--- src/pkg/sar_adc_pkg.sv ---
// constants and types shared by the converter sequencer files
package sar_adc_pkg;
	// register offsets (word indices on the plain register port)
	localparam logic [3:0] OFF_CTRL_ONE = 4'h0;
	localparam logic [3:0] OFF_CTRL_TWO = 4'h1;
	localparam logic [3:0] OFF_CTRL_THREE = 4'h2;
	localparam logic [3:0] OFF_CHAN_SEL = 4'h3;
	localparam logic [3:0] OFF_SCAN_LOW = 4'h4;
	localparam logic [3:0] OFF_SCAN_HIGH = 4'h5;
	localparam logic [3:0] OFF_BUF_INDEX = 4'h6;
	localparam logic [3:0] OFF_BUF_DATA = 4'h7;
	localparam logic [3:0] OFF_STATUS = 4'h8;
	// control one fields
	localparam int CTRL1_ENABLE = 15;
	localparam int CTRL1_IDLE_STOP = 13;
	localparam int CTRL1_FORMAT = 8;
	localparam int CTRL1_TRIGGER = 5;
	localparam int CTRL1_AUTO_START = 2;
	localparam int CTRL1_SAMPLE = 1;
	localparam int CTRL1_DONE = 0;
	localparam logic [15:0] CTRL1_WMASK = 16'hA3E6;
	// control two fields
	localparam int CTRL2_REF = 13;
	localparam int CTRL2_SCAN = 10;
	localparam int CTRL2_HALF = 7;
	localparam int CTRL2_SEQ = 2;
	localparam int CTRL2_SPLIT = 1;
	localparam int CTRL2_ALT = 0;
	localparam logic [15:0] CTRL2_WMASK = 16'hE47F;
	// control three fields
	localparam int CTRL3_RC = 15;
	localparam int CTRL3_SAMPLE_TIME = 8;
	localparam logic [15:0] CTRL3_WMASK = 16'h9FFF;
	localparam logic [15:0] CHAN_WMASK = 16'h9F9F;
	localparam logic [15:0] SCAN_HIGH_WMASK = 16'h0FFF;
	localparam logic [15:0] RESET_VALUE = 16'h0000;
	// trigger source codes
	localparam logic [2:0] TRIG_MANUAL = 3'h0;
	localparam logic [2:0] TRIG_PIN = 3'h1;
	localparam logic [2:0] TRIG_TIMER_A = 3'h2;
	localparam logic [2:0] TRIG_TIMER_B = 3'h4;
	localparam logic [2:0] TRIG_CHARGE = 3'h6;
	localparam logic [2:0] TRIG_COUNTER = 3'h7;
	localparam int RESULT_BITS = 10;
	localparam int BUF_WORDS = 32;
	localparam int SCAN_CHANNELS = 28;
	typedef enum logic [1:0] {
		FMT_UINT, FMT_SINT, FMT_FRAC, FMT_SFRAC
	} format_t;
endpackage

--- src/pkg/conv_if.sv ---
// carrier between sequencer and result store
`timescale 1ns/100ps
interface conv_if;
	logic write_en;
	logic [4:0] write_index;
	logic [9:0] write_data;
	logic clear;
	logic [4:0] read_index;
	logic [9:0] read_data;
	modport seq (output write_en, write_index, write_data, clear,
		read_index, input read_data);
	modport store (input write_en, write_index, write_data, clear,
		read_index, output read_data);
endinterface

--- src/rtl/result_store.sv ---
// 32-word raw result storage in flip-flops
`timescale 1ns/100ps
module result_store (
	input wire logic clock_i,
	input wire logic rst_n_i,
	conv_if.store bus
);
	import sar_adc_pkg::*;
	typedef struct packed {
		logic [BUF_WORDS-1:0][RESULT_BITS-1:0] word;
	} store_state_t;
	store_state_t state, next_state;
	always_comb begin
		next_state = state;
		// contents are lost when the converter is turned off
		if (bus.clear) begin
			next_state.word = '0;
		end else if (bus.write_en) begin
			next_state.word[bus.write_index] = bus.write_data;
		end
	end
	always_ff @(posedge clock_i or negedge rst_n_i) begin
		if (!rst_n_i) begin
			state <= '0;
		end else begin
			state <= next_state;
		end
	end
	assign bus.read_data = state.word[bus.read_index];
endmodule

--- src/rtl/sar_core.sv ---
// ten-step successive approximation engine
`timescale 1ns/100ps
module sar_core (
	input wire logic clock_i,
	input wire logic rst_n_i,
	input wire logic start_i,
	input wire logic step_i,
	input wire logic compare_i,
	output logic [9:0] trial_o,
	output logic busy_o,
	output logic done_o
);
	import sar_adc_pkg::*;
	typedef struct packed {
		logic [9:0] value;
		logic [9:0] bit_mask;
		logic busy;
		logic done;
	} core_state_t;
	core_state_t state, next_state;
	always_comb begin
		next_state = state;
		next_state.done = 1'b0;
		if (start_i) begin
			next_state.busy = 1'b1;
			next_state.bit_mask = 10'h200;
			next_state.value = 10'h200;
		end else if (state.busy && step_i) begin
			// keep the trial bit only if the input is above the trial level
			if (!compare_i) begin
				next_state.value = state.value & ~state.bit_mask;
			end
			next_state.bit_mask = state.bit_mask >> 1;
			next_state.value = next_state.value | (state.bit_mask >> 1);
			if (state.bit_mask == 10'h001) begin
				next_state.busy = 1'b0;
				next_state.done = 1'b1;
			end
		end
	end
	always_ff @(posedge clock_i or negedge rst_n_i) begin
		if (!rst_n_i) begin
			state <= '0;
		end else begin
			state <= next_state;
		end
	end
	assign trial_o = state.value;
	assign busy_o = state.busy;
	assign done_o = state.done;
endmodule

--- src/rtl/sar_adc_sequencer.sv ---
// control and sequencing around a 10-bit successive-approximation converter
//
// Strobed register access and the placing of the registers were decided locally.
`timescale 1ns/100ps
module sar_adc_sequencer (
	input wire logic clock_i,
	input wire logic rst_n_i,
	input wire logic [3:0] reg_addr_i,
	input wire logic [15:0] reg_wdata_i,
	input wire logic reg_write_i,
	input wire logic reg_read_i,
	output logic [15:0] reg_rdata_o,
	input wire logic idle_mode_i,
	input wire logic rc_tick_i,
	input wire logic compare_i,
	input wire logic external_interrupt_pin_i,
	input wire logic charge_time_unit_i,
	input wire logic third_timer_i,
	input wire logic fifth_timer_i,
	output logic converter_irq_flag_o,
	output logic sampling_o,
	output logic [9:0] trial_o,
	output logic [4:0] positive_input_o,
	output logic negative_pin_o,
	output logic ref_positive_ext_o,
	output logic ref_negative_ext_o
);
	import sar_adc_pkg::*;

	typedef enum logic [1:0] {ST_OFF, ST_IDLE, ST_SAMPLE, ST_CONVERT} phase_t;

	typedef struct packed {
		logic [15:0] ctrl_one;
		logic [15:0] ctrl_two;
		logic [15:0] ctrl_three;
		logic [15:0] chan_sel;
		logic [15:0] scan_low;
		logic [15:0] scan_high;
		logic [4:0] read_index;
		logic [15:0] rdata;
		phase_t phase;
		logic [7:0] div_count;
		logic [4:0] sample_count;
		logic [4:0] seq_count;
		logic [4:0] write_ptr;
		logic [4:0] scan_pos;
		logic use_mux_b;
		logic buffer_half;
		logic irq;
		logic [2:0] pin_sync;
		logic [2:0] charge_sync;
		logic [2:0] timer_a_sync;
		logic [2:0] timer_b_sync;
		logic [1:0] idle_sync;
		logic [2:0] rc_sync;
		logic sampling;
		logic [4:0] pos_sel;
		logic neg_sel;
		logic ref_pos;
		logic ref_neg;
	} top_state_t;

	top_state_t state, next_state;
	conv_if cbus();
	logic core_start, core_busy, core_done, conv_tick;
	logic [9:0] core_value;

	// ==========================================================
	// formatting and channel helpers
	function automatic logic [15:0] format_result(logic [1:0] fmt,
		logic [9:0] raw);
		logic [9:0] offset;
		offset = raw ^ 10'h200;
		unique case (format_t'(fmt))
			FMT_UINT: format_result = {6'h00, raw};
			FMT_SINT: format_result = {{6{offset[9]}}, offset};
			FMT_FRAC: format_result = {raw, 6'h00};
			FMT_SFRAC: format_result = {offset, 6'h00};
		endcase
	endfunction

	// next selected scan channel after pos, wrapping
	function automatic logic [4:0] next_scan(logic [27:0] sel,
		logic [4:0] pos);
		logic [4:0] cand;
		next_scan = pos;
		for (int i = SCAN_CHANNELS; i >= 1; i--) begin
			cand = 5'((int'(pos) + i) % SCAN_CHANNELS);
			if (sel[cand]) begin
				next_scan = cand;
			end
		end
	endfunction

	// ==========================================================
	// conversion engine and storage
	sar_core u_core (
		.clock_i(clock_i),
		.rst_n_i(rst_n_i),
		.start_i(core_start),
		.step_i(conv_tick),
		.compare_i(compare_i),
		.trial_o(core_value),
		.busy_o(core_busy),
		.done_o(core_done)
	);

	result_store u_store (
		.clock_i(clock_i),
		.rst_n_i(rst_n_i),
		.bus(cbus.store)
	);

	// ==========================================================
	// sequencing
	logic enabled, run, trig_event, seq_end;
	logic [1:0] split_sel;
	logic [27:0] scan_mask;
	logic mux_b_now;
	logic [4:0] scan_now;

	always_comb begin
		next_state = state;
		// pins pass two flops before use
		next_state.pin_sync = {state.pin_sync[1:0], external_interrupt_pin_i};
		next_state.charge_sync = {state.charge_sync[1:0], charge_time_unit_i};
		next_state.timer_a_sync = {state.timer_a_sync[1:0], third_timer_i};
		next_state.timer_b_sync = {state.timer_b_sync[1:0], fifth_timer_i};
		next_state.idle_sync = {state.idle_sync[0], idle_mode_i};
		next_state.rc_sync = {state.rc_sync[1:0], rc_tick_i};
		scan_mask = {state.scan_high[11:0], state.scan_low};
		// mux b only counts while alternation is on
		mux_b_now = state.use_mux_b && state.ctrl_two[CTRL2_ALT];
		// a scan mask rewritten since the last step never leaves a stale pick
		scan_now = scan_mask[state.scan_pos] ? state.scan_pos
			: next_scan(scan_mask, state.scan_pos);
		enabled = state.ctrl_one[CTRL1_ENABLE];
		run = enabled && !(state.ctrl_one[CTRL1_IDLE_STOP]
			&& state.idle_sync[1]);
		split_sel = 2'b00;
		core_start = 1'b0;
		seq_end = 1'b0;
		conv_tick = 1'b0;
		cbus.write_en = 1'b0;
		cbus.write_index = state.write_ptr;
		cbus.write_data = core_value;
		cbus.clear = !enabled;
		cbus.read_index = state.read_index;

		// conversion period tick
		if (state.ctrl_three[CTRL3_RC]) begin
			conv_tick = state.rc_sync[1] && !state.rc_sync[2];
			next_state.div_count = 8'h00;
		end else if (state.div_count == state.ctrl_three[7:0]) begin
			conv_tick = 1'b1;
			next_state.div_count = 8'h00;
		end else begin
			next_state.div_count = state.div_count + 8'h01;
		end
		conv_tick = conv_tick && run;

		// conversion trigger selection
		unique case (state.ctrl_one[CTRL1_TRIGGER +: 3])
			TRIG_PIN: trig_event = state.pin_sync[1] && !state.pin_sync[2];
			TRIG_TIMER_A:
				trig_event = state.timer_a_sync[1] && !state.timer_a_sync[2];
			TRIG_TIMER_B:
				trig_event = state.timer_b_sync[1] && !state.timer_b_sync[2];
			TRIG_CHARGE:
				trig_event = state.charge_sync[1] && !state.charge_sync[2];
			TRIG_COUNTER: trig_event = conv_tick
				&& state.sample_count >= state.ctrl_three[12:8];
			TRIG_MANUAL: trig_event = !state.ctrl_one[CTRL1_SAMPLE];
			default: trig_event = 1'b0;
		endcase

		// register writes
		if (reg_write_i) begin
			unique case (reg_addr_i)
				OFF_CTRL_ONE: next_state.ctrl_one =
					(reg_wdata_i & CTRL1_WMASK)
					| (state.ctrl_one & ~CTRL1_WMASK);
				OFF_CTRL_TWO: next_state.ctrl_two =
					(reg_wdata_i & CTRL2_WMASK)
					| (state.ctrl_two & ~CTRL2_WMASK);
				OFF_CTRL_THREE: next_state.ctrl_three =
					reg_wdata_i & CTRL3_WMASK;
				OFF_CHAN_SEL: next_state.chan_sel = reg_wdata_i & CHAN_WMASK;
				OFF_SCAN_LOW: next_state.scan_low = reg_wdata_i;
				OFF_SCAN_HIGH: next_state.scan_high =
					reg_wdata_i & SCAN_HIGH_WMASK;
				OFF_BUF_INDEX: next_state.read_index = reg_wdata_i[4:0];
				default: ;
			endcase
		end

		// sample/convert phases
		unique case (state.phase)
			ST_OFF: begin
				next_state.ctrl_one[CTRL1_DONE] = 1'b0;
				// a sample request written with the enable is kept
				if (!next_state.ctrl_one[CTRL1_ENABLE]) begin
					next_state.ctrl_one[CTRL1_SAMPLE] = 1'b0;
				end
				if (next_state.ctrl_one[CTRL1_ENABLE]) begin
					next_state.phase = ST_IDLE;
					next_state.write_ptr = 5'h00;
					next_state.seq_count = 5'h00;
					next_state.use_mux_b = 1'b0;
					next_state.buffer_half = 1'b0;
					next_state.scan_pos = next_scan(scan_mask, 5'h1B);
				end
			end
			ST_IDLE: begin
				if (run && next_state.ctrl_one[CTRL1_SAMPLE]) begin
					next_state.phase = ST_SAMPLE;
					next_state.sample_count = 5'h00;
					next_state.ctrl_one[CTRL1_DONE] = 1'b0;
				end
			end
			ST_SAMPLE: begin
				if (conv_tick && state.sample_count != 5'h1F) begin
					next_state.sample_count = state.sample_count + 5'h01;
				end
				if (run && trig_event) begin
					next_state.phase = ST_CONVERT;
					next_state.ctrl_one[CTRL1_SAMPLE] = 1'b0;
					core_start = 1'b1;
				end
			end
			ST_CONVERT: begin
				if (core_done) begin
					cbus.write_en = 1'b1;
					seq_end = 1'b1;
					next_state.ctrl_one[CTRL1_DONE] = 1'b1;
					if (state.ctrl_one[CTRL1_AUTO_START]) begin
						next_state.ctrl_one[CTRL1_SAMPLE] = 1'b1;
						next_state.phase = ST_SAMPLE;
						next_state.sample_count = 5'h00;
					end else begin
						next_state.phase = ST_IDLE;
					end
				end
			end
		endcase

		// end of a sequence: pointer, mux, scan and interrupt pacing
		next_state.irq = 1'b0;
		if (seq_end) begin
			next_state.write_ptr = state.write_ptr + 5'h01;
			if (state.ctrl_two[CTRL2_ALT]) begin
				next_state.use_mux_b = !state.use_mux_b;
			end else begin
				next_state.use_mux_b = 1'b0;
			end
			if (state.ctrl_two[CTRL2_SCAN] && !mux_b_now) begin
				next_state.scan_pos = next_scan(scan_mask,
					scan_now);
			end
			if (state.seq_count == state.ctrl_two[CTRL2_SEQ +: 5]) begin
				next_state.seq_count = 5'h00;
				next_state.irq = 1'b1;
				// each interrupt period scans from the first channel again
				next_state.scan_pos = next_scan(scan_mask, 5'h1B);
				if (state.ctrl_two[CTRL2_SPLIT]) begin
					next_state.buffer_half = !state.buffer_half;
					next_state.write_ptr = {!state.buffer_half, 4'h0};
				end else begin
					next_state.buffer_half = 1'b0;
					next_state.write_ptr = 5'h00;
				end
			end else begin
				next_state.seq_count = state.seq_count + 5'h01;
				if (state.ctrl_two[CTRL2_SPLIT]) begin
					// stay within the half being filled
					next_state.write_ptr = {state.buffer_half,
						4'(state.write_ptr[3:0] + 4'h1)};
				end
			end
		end
		next_state.ctrl_two[CTRL2_HALF] =
			next_state.buffer_half && state.ctrl_two[CTRL2_SPLIT];

		// input selection for the next sample
		split_sel = {mux_b_now, state.ctrl_two[CTRL2_SCAN]};
		unique case (split_sel)
			2'b00: next_state.pos_sel = state.chan_sel[4:0];
			2'b01: next_state.pos_sel = scan_now;
			default: next_state.pos_sel = state.chan_sel[12:8];
		endcase
		next_state.neg_sel = mux_b_now ? state.chan_sel[15]
			: state.chan_sel[7];
		next_state.sampling = (next_state.phase == ST_SAMPLE)
			&& next_state.ctrl_one[CTRL1_ENABLE];
		next_state.ref_pos = next_state.ctrl_two[15:13] == 3'h1
			|| next_state.ctrl_two[15:13] == 3'h3;
		next_state.ref_neg = next_state.ctrl_two[15:13] == 3'h2
			|| next_state.ctrl_two[15:13] == 3'h3;

		// turning off forces the phase to ST_OFF; pointer, mux and scan restart on the next enable
		if (!next_state.ctrl_one[CTRL1_ENABLE]) begin
			next_state.phase = ST_OFF;
		end

		// read data, valid one cycle after the strobe
		next_state.rdata = 16'h0000;
		if (reg_read_i) begin
			unique case (reg_addr_i)
				OFF_CTRL_ONE: next_state.rdata = state.ctrl_one;
				OFF_CTRL_TWO: next_state.rdata = state.ctrl_two;
				OFF_CTRL_THREE: next_state.rdata = state.ctrl_three;
				OFF_CHAN_SEL: next_state.rdata = state.chan_sel;
				OFF_SCAN_LOW: next_state.rdata = state.scan_low;
				OFF_SCAN_HIGH: next_state.rdata = state.scan_high;
				OFF_BUF_INDEX: next_state.rdata = {11'h000, state.read_index};
				OFF_BUF_DATA: next_state.rdata = format_result(
					state.ctrl_one[CTRL1_FORMAT +: 2], cbus.read_data);
				OFF_STATUS: next_state.rdata = {9'h000, core_busy,
					state.write_ptr, state.use_mux_b};
				default: next_state.rdata = 16'h0000;
			endcase
		end
	end

	always_ff @(posedge clock_i or negedge rst_n_i) begin
		if (!rst_n_i) begin
			state <= '0;
		end else begin
			state <= next_state;
		end
	end

	// ==========================================================
	// outputs
	assign reg_rdata_o = state.rdata;
	assign converter_irq_flag_o = state.irq;
	assign sampling_o = state.sampling;
	assign trial_o = core_value;
	assign positive_input_o = state.pos_sel;
	assign negative_pin_o = state.neg_sel;
	assign ref_positive_ext_o = state.ref_pos;
	assign ref_negative_ext_o = state.ref_neg;

	// ==========================================================
	// checks
	chk_off_no_sample: assert property (@(posedge clock_i)
		disable iff (!rst_n_i) !state.ctrl_one[CTRL1_ENABLE]
		|=> !state.sampling) else $error("sampling while off");
	chk_done_on_end: assert property (@(posedge clock_i)
		disable iff (!rst_n_i) seq_end && state.ctrl_one[CTRL1_ENABLE]
		|=> state.ctrl_one[CTRL1_DONE]) else $error("done missing");
	chk_auto_restart: assert property (@(posedge clock_i)
		disable iff (!rst_n_i) seq_end && state.ctrl_one[CTRL1_AUTO_START]
		&& next_state.ctrl_one[CTRL1_ENABLE] |=> state.phase == ST_SAMPLE)
		else $error("no auto restart");
	chk_irq_pacing: assert property (@(posedge clock_i)
		disable iff (!rst_n_i) next_state.irq |-> seq_end
		&& state.seq_count == state.ctrl_two[CTRL2_SEQ +: 5])
		else $error("irq pacing wrong");
	chk_ptr_rewind: assert property (@(posedge clock_i)
		disable iff (!rst_n_i) next_state.irq
		&& !state.ctrl_two[CTRL2_SPLIT] && enabled |=> state.write_ptr == 5'h00)
		else $error("pointer not rewound");
	chk_sample_hold: assert property (@(posedge clock_i)
		disable iff (!rst_n_i) core_start |=> !state.ctrl_one[CTRL1_SAMPLE])
		else $error("sample bit stuck");
	chk_ref_default: assert property (@(posedge clock_i)
		disable iff (!rst_n_i) state.ctrl_two[15] |-> !ref_positive_ext_o
		&& !ref_negative_ext_o) else $error("bad reference");
	chk_idle_stop: assert property (@(posedge clock_i)
		disable iff (!rst_n_i) state.ctrl_one[CTRL1_IDLE_STOP]
		&& state.idle_sync[1] |-> !core_start && !conv_tick)
		else $error("ran during idle");
endmodule

--- config.mk ---
export PLATFORM = sky130hd
export DESIGN_NAME = sar_adc_sequencer
export DESIGN_NICKNAME = d
export VERILOG_FILES = /design/src/pkg/sar_adc_pkg.sv /design/src/pkg/conv_if.sv /design/src/rtl/result_store.sv /design/src/rtl/sar_core.sv /design/src/rtl/sar_adc_sequencer.sv
export SDC_FILE = /design/constraint.sdc
export NUM_CORES = 2
export LEC_CHECK = 0
export ABC_AREA = 1
export BUFFER_PORTS_ARGS = -buffer_cell sky130_fd_sc_hd__buf_2
export CORE_ASPECT_RATIO = 1.2
export CORE_MARGIN = 3
export CORE_UTILIZATION = 31
export CTS_BUF_LIST = sky130_fd_sc_hd__clkbuf_4 sky130_fd_sc_hd__clkbuf_8 sky130_fd_sc_hd__clkbuf_16
export CTS_CLUSTER_SIZE = 16
export DETAILED_ROUTE_END_ITERATION = 8
export HOLD_SLACK_MARGIN = 0.08
export MAX_ROUTING_LAYER = met4
export PLACE_DENSITY_LB_ADDON = 0.05
export SETUP_SLACK_MARGIN = 0.1
export SLEW_MARGIN = 0
export SYNTH_ARGS = -nofsm -noshare
export SYNTH_HDL_FRONTEND = slang
export SYNTH_SLANG_ARGS = --single-unit
--- constraint.sdc ---
create_clock -name clock_i -period 20.9 [get_ports clock_i]
set_input_delay 3.135 -clock clock_i [delete_from_list [all_inputs] [get_ports clock_i]]
set_output_delay 3.135 -clock clock_i [all_outputs]
set_load 0.005 [all_outputs]
==> results.yml <==
finish:
  mostFrequentLayoutCells: "nand2_1 (1306), o21ai_0 (801), inv_1 (648), nand3_1 (515), dfrtp_1 (495)"
  syn2layout_area_growth_pct: 8.406
  drive_above_1_share: 0.09491
  layout_commonest_cell: "nand2_1"
  nets: 5933
timing:
  worstMarginPinSlew_ps: 1140
  fin_tns_setup_ps: 0
  rsz0062_at_grt: "no"
  period_share: 0.5784
  finalClockSkew_ps: 35.15
  maxSlewHeadroom: 0.2320
  max_freq_ghz: 0.08273
  maxSlewViolCount: 0
  timing.hold.ws_ps: 346.2
  min_period_ps: 12090
  report.final.hold_viol_count: 0
  setup_viol: 0
cts:
  cts_buffer_depth: 3
  cts_sinks: 498
  cts-buffers-inserted: 52
  cts_hold_buf: 0
  cts_tree: "built"
  post_cts_buffers: 0
  post_cts_resize_count: 0
  ctsHtreeMaxLevel: 2
  clock-root-buffer: "clkbuf_16"
  clock_latency_ps: 630
  clk_pin_slew_ps: 70
critical_path:
  setup.worst_path.end: "state[31]"
  critPathLaunchType: "register"
  cpPeakStageDelay_ps: 800
  crit_start: "state[30]"
  r2r_setup_slack_ps: 8810
  arrival_ps: 12620
  cp_data_required_time_ps: 21430
  critPathKind: "register to register"
  crit_top_cell: "nand2_1"
  endpoint_kind: "register"
  timing.rr.end: "state[31]"
  worstPathMaxFanout: 44
  worst_r2r_path_depth: 98
  rr_startpoint: "state[30]"
  cp_slowest_cell: "clkinv_1"
route:
  wl_per_cell_um: 21.83
  avgViaCountPerCell: 5.281
  ant_nets: 0
  first_pass_iters: 7
  drc: 0
  vias: 39540
  wl_mm: 163.4
  first_iter_violations: 2980
floorplan:
  die_height_um: 397.5
  initial_core_util: 0.3126
  num_rows: 143
  die_x_um: 332.2
  core_sq_um: 126700
  die-area_sq_um: 132100
  pin_count: 67
yosys:
  synth.largest_area_cell: "dfrtp_1"
  syn_nets: 6047
  yosysTopAreaCellShare: 0.3147
  synth-main-ff-cell: "dfrtp_1"
  synth_cell_type_count: 90
  yosysWarnings: 0
  syn_inst: 5891
  synth.avg_cell_area_sq_um: 6.721
  ys_ff_latch: 498
  seq_area_frac_synth: 0.3147
  synth.cell_area_sq_um: 39590
  async_flop_share: 1.000
  synth_area_leaders: "dfrtp_1 (31%), nand2_1 (12%), o21ai_0 (10%), nand3_1 (6.5%), inv_1 (6.2%)"
  synth-edff-count: 0
global_routing:
  antenna_found_initial: 4
  grt_overflow: 0
  grt_usage: 0.2485
  grt_first_pass_wirelength_mm: 246.3
  grt_max_degree: 102
  grt_pass1_vias: 37900
run_status:
  status: "complete, no violations"
placement:
  gp_congestion: 0.9613
  port_buffers: 66
  post-dp-hpwl_mm: 121.9
min_path:
  hold_path.class: "register to register"
run:
  maxCapViolations: 0
## cells in the mapped netlist, types with 11 or more instances
| master | n |
|---|---|
| nand2_4 | 15 |
| buf_6 | 12 |
| o21ai_2 | 27 |
| buf_4 | 38 |
| o22ai_1 | 105 |
| nand4_1 | 30 |
| clkbuf_1 | 194 |
| o21ai_0 | 801 |
| nor3_1 | 20 |
| a21oi_1 | 333 |
| a31oi_1 | 24 |
| buf_1 | 30 |
| nand3_2 | 12 |
| nand3_1 | 515 |
| buf_2 | 19 |
| inv_2 | 92 |
| dfrtp_1 | 498 |
| clkinv_1 | 15 |
| nor2_1 | 399 |
| o2111ai_1 | 15 |
| o31ai_1 | 13 |
| xnor2_1 | 29 |
| nand2_2 | 79 |
| nor2_4 | 11 |
| inv_1 | 649 |
| o211ai_1 | 116 |
| ha_1 | 125 |
| nor2_2 | 19 |
| o21ai_1 | 90 |
| nand2_1 | 1306 |
| nand3b_1 | 25 |
| xor2_1 | 48 |
## routing by layer
metal  routed length [um]  GRT usage  up-vias  share of wire
met3                 5508    0.01505      182          0.034
li1                     -          -    19360              -
met5                    0          -        -              0
met2                81370     0.4347      911           0.50
met1                71100     0.3082    19080           0.44
met4                 5431    0.07625        0          0.033
## worst min path at each step
stage                   start              to  slack, ps  cells after the start
2_1_floorplan  next_state[10]  next_state[11]        330                      0
3_3_place_gp   next_state[13]       state[13]        330                      0
3_5_place_dp   next_state[13]       state[13]        340                      0
4_1_cts        next_state[13]       state[13]        340                      0
5_1_grt        next_state[24]  next_state[25]        350                      0
6_report       next_state[13]       state[13]        350                      0
## kinds of logic (layout without fill, tap and decap cells)
| kind of cell | Yosys count | after routing | synth area share |
|---|---|---|---|
| compound gates | 1641 | 1641 | 0.2356 |
| xor+xnor | 97 | 97 | 0.02667 |
| fa+ha+maj | 125 | 125 | 0.03950 |
| flops | 498 | 498 | 0.3147 |
| mux | 2 | 2 | 0.0005056 |
| other cells | 0 | 3 | 0 |
| buf+inv | 1059 | 984 | 0.1088 |
| simple gates | 2469 | 2469 | 0.2741 |
## per-stage QoR
| step | utilization | std cells | setup WS (ps) | instance area (sq um) |
|---|---|---|---|---|
| final | 0.3388 | 7486 | 8812 | 42920 |
| after global routing | 0.3388 | 7486 | 7333 | 42920 |
| after CTS | 0.3388 | 7483 | 8720 | 42910 |
| after detailed placement | 0.3243 | 7390 | 8751 | 41080 |
| after global placement | 0.3243 | 7390 | 8820 | 41080 |
| after floorplan | - | 5891 | 11560 | 39590 |
## cell type report
type	instances	area, sq um
Clock inverter	25	360.3
Clock buffer	68	1476
Inverter	761	2877
Sequential cell	498	12470
Antenna cell	3	7.507
Timing Repair Buffer	130	820.8
Fill cell	14020	83750
Tap cell	1667	2086
Multi-Input combinational cell	4334	22820
## critical path, delay by kind of cell (launching register included)
family / cells / cell delay, ps
DFF: 1 / 730
adders and majority gates: 3 / 1190
xor gates and xnor gates: 1 / 250
and+or+nand+nor: 87 / 6740
AOI/OAI and AO/OA: 2 / 1230
buffers and inverters: 5 / 1770
## flip-flops by register name, summed over array words and instances (netlist names), 10 cells and up
name / cells
state: 79
u_store.state: 320
u_core.state: 10
reg_rdata_o: 16
scan_mask: 28
u_core.trial_o: 10
next_state: 11
Power is not shown: default switching activity piles up to over one toggle a cycle in this logic, so the estimate is an artifact.
